### src/verilog/csic_cfg.svh
// csic_cfg.svh: offsets, field positions and reset values of the cascade select,
// configuration and interrupt control register bank.
// assumes a 16-bit register address and 16-bit register data.
`ifndef CSIC_CFG_SVH
`define CSIC_CFG_SVH

// register byte offsets
`define CSIC_OFF_DEVICE_SELECT 16'h100a
`define CSIC_OFF_DEVICE_CONFIG 16'h100e
`define CSIC_OFF_IRQ_CONTROL 16'h1010
`define CSIC_OFF_IRQ_STATUS 16'h1012

// cascade device select fields
`define CSIC_SEL_CODE_MSB 1
`define CSIC_SEL_CODE_LSB 0
`define CSIC_SEL_RESET 2'h0

// configuration fields
`define CSIC_CFG_SUPPLY_BIT 0
`define CSIC_CFG_INDEX_MSB 5
`define CSIC_CFG_INDEX_LSB 4
`define CSIC_CFG_STRAP_BIT 7
`define CSIC_CFG_INDEX_RESET 2'h0

// interrupt control fields
`define CSIC_IRQ_EN_MSB 5
`define CSIC_IRQ_EN_LSB 0
`define CSIC_IRQ_MASK_MSB 13
`define CSIC_IRQ_MASK_LSB 8
`define CSIC_IRQ_EDGE_BIT 14
`define CSIC_IRQ_GATE_BIT 15
`define CSIC_IRQ_CTRL_RESET 16'h0000

// interrupt channel numbers
`define CSIC_CH_FLASH_READY 0
`define CSIC_CH_PROTECT 1
`define CSIC_CH_OVERRUN 2
`define CSIC_CH_ECC 3
`define CSIC_CH_RTC 4
`define CSIC_CH_DMA 5

// misc
`define CSIC_DATA_ZERO 16'h0000
`define CSIC_IRQ_IDLE 1'b1

`endif

### src/verilog/csic_pkg.sv
// csic_pkg: types shared by the cascade select / configuration / interrupt bank.
// assumes csic_cfg.svh for the numeric layout.
`default_nettype none

package csic_pkg;

  // one register cycle from the host
  typedef struct packed {
    logic [15:0] addr;
    logic [15:0] wdata;
    logic wr;
    logic rd;
  } csic_bus_req_type;

  // interrupt control register image, msb first
  typedef struct packed {
    logic gate;
    logic edge_mode;
    logic [5:0] mask;
    logic [1:0] rsvd;
    logic [5:0] enable;
  } csic_irq_ctrl_type;

endpackage

`default_nettype wire

### src/verilog/csic_irq_channel.sv
// csic_irq_channel: one sticky interrupt status bit with enable and write-one clear.
// assumes source activity is a level or pulse synchronous to clk_i.
`timescale 1ns/1ps
`default_nettype none

module csic_irq_channel (
  // clock and reset
  input wire logic clk_i,
  input wire logic reset_n_i,
  // control
  input wire logic enable_i,
  input wire logic source_i,
  input wire logic clear_i,
  // state
  output logic status_o,
  output logic new_o
);

  logic status;
  logic next_status;

  // a set in the same cycle as a clear wins; a low enable always wins
  assign next_status = enable_i & (source_i | (status & ~clear_i));
  assign new_o = enable_i & source_i & ~status;
  assign status_o = status;

  // sticky status flop
  always_ff @(posedge clk_i or negedge reset_n_i) begin
    if (!reset_n_i) begin
      status <= 1'b0;
    end else begin
      status <= next_status;
    end
  end

endmodule

`default_nettype wire

### src/verilog/csic_bank.sv
// csic_bank: cascade device select, configuration and interrupt control registers.
// assumes a single-cycle host register port, straps and sources synchronous to clk_i.
//
// Behaviour
// - register reads, and writes other than to the device select register, take effect only when the select code equals the identity straps.
// - the device select register sits at 100a, resets to zero, bits 1-0 writable, bits 7-2 read zero.
// - configuration bits are cleared only by the hardware reset, never by a mode reset or boot detect.
// - configuration bit 0 shows the io supply high flag, 0 below 2.0V and 1 above 2.5V.
// - configuration bits 5-4 hold the highest cascade index that steers boot block mapping.
// - configuration bit 7 reads the live interface configuration strap.
// - channels are 0 flash ready, 1 protection, 2 overrun, 3 ecc error, 4 clock, 5 dma done.
// - an enabled channel latches source activity and raises an interrupt when its mask bit is set.
// - a disabled channel holds its status bit cleared whatever the source does.
// - mask bits 13-8 let matching status bits drive the active low interrupt output.
// - with bit 14 at 0 the output is a level held until the interrupt is cleared.
// - with bit 14 at 1 the output pulses low once per interrupt and returns high.
// - bit 15 set allows the output, and setting it with an interrupt pending fires at once.
// - bit 15 at 0 holds the output negated.
// - an interrupt status register shows the six latched channels in bits 5-0.
//
// Design decision made here: strobed register access.
`timescale 1ns/1ps
`default_nettype none
`include "csic_cfg.svh"

module csic_bank #(
  parameter int CHANNELS = 6,
  parameter int CODE_W = 2
) (
  // clock and reset
  input wire logic clk_i,
  input wire logic reset_n_i,
  // host register port
  input wire csic_pkg::csic_bus_req_type bus_req_i,
  output logic [15:0] rd_data_o,
  output logic rd_hit_o,
  // straps and supply
  input wire logic [CODE_W-1:0] identity_strap_i,
  input wire logic interface_config_i,
  input wire logic io_supply_high_flag_i,
  // interrupt sources and output
  input wire logic [CHANNELS-1:0] irq_source_i,
  output logic irq_n_o,
  // configuration towards the boot mapping and the rest of the device
  output logic [CODE_W-1:0] highest_cascade_index_o,
  output logic device_selected_o
);

  import csic_pkg::*;

  // register state
  logic [CODE_W-1:0] device_select_code;
  logic [CODE_W-1:0] highest_cascade_index;
  csic_irq_ctrl_type irq_ctrl;

  // channel state
  logic [CHANNELS-1:0] irq_status;
  logic [CHANNELS-1:0] irq_new;
  logic [CHANNELS-1:0] status_clear;

  // decode wires
  wire selected;
  wire hit_select;
  wire hit_config;
  wire hit_ctrl;
  wire hit_status;
  wire wr_any;
  wire wr_select;
  wire wr_config;
  wire wr_ctrl;
  wire wr_status;
  wire rd_local;

  // next values
  logic [15:0] next_rd_data;
  logic next_irq_n;
  csic_irq_ctrl_type next_irq_ctrl;

  // interrupt decision wires
  wire [CHANNELS-1:0] masked_pending;
  wire [CHANNELS-1:0] masked_new;
  wire any_pending;
  wire any_new;
  wire gate_rising;
  wire edge_fire;
  wire level_assert;

  // read images
  wire [15:0] select_image;
  wire [15:0] config_image;
  wire [15:0] ctrl_image;
  wire [15:0] status_image;

  // the cascade answers only when the written code names this device
  assign selected = (device_select_code == identity_strap_i);

  // address decode
  assign hit_select = (bus_req_i.addr == `CSIC_OFF_DEVICE_SELECT);
  assign hit_config = (bus_req_i.addr == `CSIC_OFF_DEVICE_CONFIG);
  assign hit_ctrl = (bus_req_i.addr == `CSIC_OFF_IRQ_CONTROL);
  assign hit_status = (bus_req_i.addr == `CSIC_OFF_IRQ_STATUS);

  // write strobes; the select register is written by every device in the
  // cascade, otherwise the host could never move the selection elsewhere
  assign wr_any = bus_req_i.wr & selected;
  assign wr_select = bus_req_i.wr & hit_select;
  assign wr_config = wr_any & hit_config;
  assign wr_ctrl = wr_any & hit_ctrl;
  assign wr_status = wr_any & hit_status;
  assign rd_local = bus_req_i.rd & selected;

  // reserved bits of every register read as zero
  assign select_image = {{(16 - CODE_W){1'b0}}, device_select_code};

  // configuration image: strap, index, supply flag
  assign config_image = {8'h00, interface_config_i, 1'b0, highest_cascade_index, 3'h0,
                         io_supply_high_flag_i};

  // interrupt control image with its reserved pair forced low
  assign ctrl_image = {irq_ctrl.gate, irq_ctrl.edge_mode, irq_ctrl.mask, 2'h0, irq_ctrl.enable};

  // channel bits follow the same numbering as enable and mask
  assign status_image = {{(16 - CHANNELS){1'b0}}, irq_status};

  // read mux; unmapped addresses and unselected devices return zero
  always_comb begin
    next_rd_data = `CSIC_DATA_ZERO;
    if (rd_local) begin
      if (hit_select) begin
        next_rd_data = select_image;
      end else if (hit_config) begin
        next_rd_data = config_image;
      end else if (hit_ctrl) begin
        next_rd_data = ctrl_image;
      end else if (hit_status) begin
        next_rd_data = status_image;
      end
    end
  end

  // read data stands only in the cycle after the strobe
  always_ff @(posedge clk_i or negedge reset_n_i) begin
    if (!reset_n_i) begin
      rd_data_o <= `CSIC_DATA_ZERO;
      rd_hit_o <= 1'b0;
    end else begin
      rd_data_o <= next_rd_data;
      rd_hit_o <= rd_local;
    end
  end

  // device select register, hardware reset only
  always_ff @(posedge clk_i or negedge reset_n_i) begin
    if (!reset_n_i) begin
      device_select_code <= `CSIC_SEL_RESET;
    end else if (wr_select) begin
      device_select_code <= bus_req_i.wdata[`CSIC_SEL_CODE_MSB:`CSIC_SEL_CODE_LSB];
    end
  end

  // highest cascade index; there is deliberately no mode reset input here,
  // so a boot detect or a soft reset of the device cannot disturb it
  always_ff @(posedge clk_i or negedge reset_n_i) begin
    if (!reset_n_i) begin
      highest_cascade_index <= `CSIC_CFG_INDEX_RESET;
    end else if (wr_config) begin
      highest_cascade_index <= bus_req_i.wdata[`CSIC_CFG_INDEX_MSB:`CSIC_CFG_INDEX_LSB];
    end
  end

  // interrupt control write image; reserved bits are never stored
  always_comb begin
    next_irq_ctrl = irq_ctrl;
    if (wr_ctrl) begin
      next_irq_ctrl.enable = bus_req_i.wdata[`CSIC_IRQ_EN_MSB:`CSIC_IRQ_EN_LSB];
      next_irq_ctrl.mask = bus_req_i.wdata[`CSIC_IRQ_MASK_MSB:`CSIC_IRQ_MASK_LSB];
      next_irq_ctrl.edge_mode = bus_req_i.wdata[`CSIC_IRQ_EDGE_BIT];
      next_irq_ctrl.gate = bus_req_i.wdata[`CSIC_IRQ_GATE_BIT];
      next_irq_ctrl.rsvd = 2'h0;
    end
  end

  // interrupt control register
  always_ff @(posedge clk_i or negedge reset_n_i) begin
    if (!reset_n_i) begin
      irq_ctrl <= `CSIC_IRQ_CTRL_RESET;
    end else begin
      irq_ctrl <= next_irq_ctrl;
    end
  end

  // write-one clear of the status register, an alternative to the
  // enable toggle; a new event in the same cycle still wins
  assign status_clear = wr_status ? bus_req_i.wdata[CHANNELS-1:0] : {CHANNELS{1'b0}};

  // one sticky cell per channel; the stored enable gates latching, so a
  // write of enable to 0 wipes the bit and re-arms on the next write of 1
  genvar ch;
  generate
    for (ch = 0; ch < CHANNELS; ch++) begin : g_chan
      csic_irq_channel u_chan (
        .clk_i(clk_i),
        .reset_n_i(reset_n_i),
        .enable_i(irq_ctrl.enable[ch]),
        .source_i(irq_source_i[ch]),
        .clear_i(status_clear[ch]),
        .status_o(irq_status[ch]),
        .new_o(irq_new[ch])
      );
    end
  endgenerate

  // masking of the latched and newly latched channels
  assign masked_pending = irq_status & irq_ctrl.mask;
  assign masked_new = irq_new & irq_ctrl.mask;
  assign any_pending = |masked_pending;
  assign any_new = |masked_new;

  // gate going from 0 to 1 by a host write
  assign gate_rising = wr_ctrl & ~irq_ctrl.gate & bus_req_i.wdata[`CSIC_IRQ_GATE_BIT];

  // edge mode fires once in each cycle in which a masked channel newly latches, or once when the
  // gate opens over an interrupt that was already waiting
  assign edge_fire = (irq_ctrl.gate & any_new) | (gate_rising & any_pending);

  // level mode follows the pending set; cleared channels drop it
  assign level_assert = irq_ctrl.gate & any_pending;

  // output select; gate low holds the pin idle, except that the edge term fires in the cycle of the write that sets it
  always_comb begin
    next_irq_n = `CSIC_IRQ_IDLE;
    if (irq_ctrl.edge_mode) begin
      next_irq_n = ~edge_fire;
    end else begin
      next_irq_n = ~level_assert;
    end
  end

  // the output is registered, so it lags the causing event by one clock;
  // a continuous stream of new events in edge mode gives back-to-back pulses
  always_ff @(posedge clk_i or negedge reset_n_i) begin
    if (!reset_n_i) begin
      irq_n_o <= `CSIC_IRQ_IDLE;
    end else begin
      irq_n_o <= next_irq_n;
    end
  end

  // configuration and selection outputs towards the rest of the device
  always_ff @(posedge clk_i or negedge reset_n_i) begin
    if (!reset_n_i) begin
      highest_cascade_index_o <= `CSIC_CFG_INDEX_RESET;
      device_selected_o <= 1'b0;
    end else begin
      highest_cascade_index_o <= highest_cascade_index;
      device_selected_o <= selected;
    end
  end

endmodule

`default_nettype wire

### config.mk
export PLATFORM = sky130hd
export DESIGN_NAME = csic_bank
export DESIGN_NICKNAME = d
export VERILOG_FILES = /design/src/verilog/csic_pkg.sv /design/src/verilog/csic_irq_channel.sv /design/src/verilog/csic_bank.sv
export VERILOG_INCLUDE_DIRS = /design/src /design/src/verilog
export SDC_FILE = /design/constraint.sdc
export NUM_CORES = 1
export LEC_CHECK = 0
export ABC_CLOCK_PERIOD_IN_PS = 1600
export BUFFER_PORTS_ARGS = -buffer_cell sky130_fd_sc_hd__buf_2
export CORE_ASPECT_RATIO = 0.6
export CORE_MARGIN = 2
export CORE_UTILIZATION = 45
export DETAILED_ROUTE_END_ITERATION = 7
export PLACE_DENSITY_LB_ADDON = 0.1
export SKIP_CTS_REPAIR_TIMING = 1
export SYNTH_ARGS = -nofsm -noshare
export SYNTH_HDL_FRONTEND = slang
export SYNTH_HIERARCHICAL = 1
export SYNTH_SLANG_ARGS = --single-unit
### constraint.sdc
create_clock -name clk_i -period 1.6 [get_ports clk_i]
set_input_delay 0.32 -clock clk_i [delete_from_list [all_inputs] [get_ports clk_i]]
set_output_delay 0.32 -clock clk_i [all_outputs]
set_load 0.01 [all_outputs]
==> results.yml <==
layout:
  multi_input_area_sq_um: 995
  seq_area_sq_um: 1100
  drive_above_1_share_pct: 49.8
  fin_util_pct: 62.6
  area_growth_pct: 35.8
  nets: 302
  fin_area_sq_um: 2810
  diodes: 0
  num-fill-cells: 374
routing:
  ant_nets: 0
  first_iter_violations: 104
  route.detailed.drc: 0
  drt_pass1_iterations: 4
  vias_per_cell: 5.14
  drt_wl_total_microns: 5060
  vias: 1644
  wl_per_cell_microns: 15.8
setup_path:
  crit_chain: "buf_6 > nor4_4 > and4_1 > and3_4 > buf_12 > mux2_4"
  crit_path_end_kind: "flop"
  critPathBufInv: 2
  arrival_ps: 1740
  max_stage_delay_ps: 380
  critPathRequiredTime_ps: 1780
  crit_slowest_cell: "nor4_4"
  cp_top_family: "simple AND/OR/NAND/NOR gates"
  path_class: "primary input to flop"
  path_max_fanout: 8
  critPathLaunchType: "primary input"
sta:
  finalCriticalPeriod_ps: 1560
  fin_skew_ps: 2.42
  tns_ps: 0
  maxSlewViolCount: 0
  finalHoldViolCount: 0
  max_freq_ghz: 0.639
  finalCritPeriodShare_pct: 97.8
  holdWs_ps: 194
  final-setup-viol-count: 0
global_route:
  grt.overflow.total: 0
  grt_pass1_wl_microns: 7820
  grt_start_max_net_pins: 26
  grtUsageTotal_pct: 19.9
  antenna_found_initial: 0
  grt_pass1_vias: 1611
synthesis:
  netlist_area_sq_um: 2070
  seq_area_frac_synth_pct: 53.2
  synth_cells: 171
  ys_seq_elements: 44
  yosys_warnings: 6
  yosysTopAreaCell: "dfrtp_1"
  synth_top_area_share_pct: 52.0
  synth.area.top_cells: "dfrtp_1 52%, mux2_4 6.5%, mux2_2 5.4%"
  synth-edff-count: 0
  ys_dominant_reg_cell: "dfrtp_1"
  avgSynthCellArea_sq_um: 12.1
  postSynth.asyncResetShare_pct: 100
  ys_types: 41
  synth_nets: 217
status:
  status: "completed"
cts:
  clk_latency_ps: 290
  cts_tree: "built"
  cts-root-buf: "clkbuf_8"
  clock_sinks: 44
  cts_buffers: 5
  cts.clk_slew.worst_paths_ps: 80
  cts_max_path_buffers: 2
  cts_max_level: 2
pwr:
  ir_drop_mv: 0.344
  leakage_nw: 1.44
  p_total_mw: 1.99
  power.density_nw_per_um2: 709
placement:
  port_buffers: 63
  place_congestion: 0.831
  post_dp_cell_area_sq_um: 2580
  dp_hpwl_microns: 3790
flow_run:
  max_cap_viol_count: 0
die:
  die_area_sq_um: 5180
  die_x_microns: 91.6
  start_util_pct: 46.1
  die_h_microns: 56.5
  core_area_sq_um: 4490
  io_pins: 67
  num_rows: 19
worst_hold_path:
  hp-class: "primary input to flop"
[metal layers]
layer / up-vias / routed length [microns] / share of wire [%] / track usage (%)
li1: 781 / - / - / -
met1: 809 / 2510 / 50 / 29.6
met2: 50 / 2240 / 44 / 29.5
met3: 4 / 280 / 5.5 / 4.83
met4: 0 / 20 / 0.40 / 4.98
met5: - / 0 / 0 / 0
[registers in the layout, summed over array words and instances (netlist names)]
signal,count
highest_cascade_index,2
irq_n_o,1
device_select_code,2
device_selected_o,1
ctrl_image,14
highest_cascade_index_o,2
g_chan.u_chan/status_o,6
rd_hit_o,1
rd_data_o,15
[final cells by class]
cell class | instances | share of cell area [%]
Sequential cell | 44 | 39.2
Multi-Input combinational cell | 118 | 35.4
Timing Repair Buffer | 86 | 19.2
Clock buffer | 6 | 2.94
Tap cell | 63 | 2.80
Clock inverter | 2 | 0.356
Inverter | 1 | 0.133
[final timing paths]
kind                                                       from                                   end  depth (start not counted)  slack [ps]
min in group asynchronous                             reset_n_i  highest_cascade_index_o[1]$_DFF_PN0_                          2         510
hold reg to reg            highest_cascade_index[0]$_DFFE_PN0P_  highest_cascade_index_o[0]$_DFF_PN0_                          0         400
setup reg to reg              device_select_code[1]$_DFFE_PN0P_             ctrl_image[4]$_DFFE_PN0N_                          5          40
hold / removal                                    bus_req_i[17]                     irq_n_o$_DFF_PN1_                          2         190
max in group asynchronous                             reset_n_i                rd_data_o[2]$_DFF_PN0_                          3         600
setup / recovery                                  bus_req_i[28]             ctrl_image[4]$_DFFE_PN0N_                          6          40
[synth_stat cells (all sizes together) (3+ instances only)]
library cell / n
clkbuf: 3
nand2: 14
and3: 13
a22oi: 9
dfrtp: 43
o21a: 6
and2: 7
nor2b: 6
nor4: 4
buf: 5
nor2: 10
nor4b: 3
nor3: 3
mux2: 19
[cells by family (layout without fill, tap and decap cells)]
logic type,after synthesis,after routing,share of synthesized area [%]
flip-flops,44,44,53.2
XOR/XNOR,2,2,0.846
multiplexers,19,19,12.0
buffers and inverters,9,95,3.50
other,1,1,0.181
AO/OA/AOI/OAI,25,25,8.70
AND/OR/NAND/NOR,71,71,21.6
[power by group]
group          internal, mW  switching, mW  total, mW
logic                0.0829         0.0894      0.172
clock network         0.345          0.363      0.707
registers              1.11       0.000526       1.11
total                  1.54          0.453       1.99
[stage by stage]
step / worst slack (ps) / std cells
after global routing: -10.4 / 320
after detailed placement: -329 / 309
final: 35.1 / 320
after CTS: -119 / 317
after floorplan: -170 / 171
after global placement: -264 / 309
[cell usage in the layout (no fill, tap or decap), drive strengths merged, types with 3 or more instances in the layout]
master,instances
buf,85
clkbuf,6
nor4,4
a22oi,9
o21a,6
dfrtp,43
nor2,10
nor2b,6
and3,13
and2,7
mux2,19
nor4b,3
nor3,3
nand2,14
[worst register-to-register path: cells and delay by family, from the launching register on]
kind                   cells  cell delay (ps)
flip-flops                 1              400
AND/OR/NAND/NOR            2              420
multiplexers               1              300
XOR/XNOR                   1              190
buffers and inverters      1              140
Note: power is estimated with default switching activity, not from simulation.
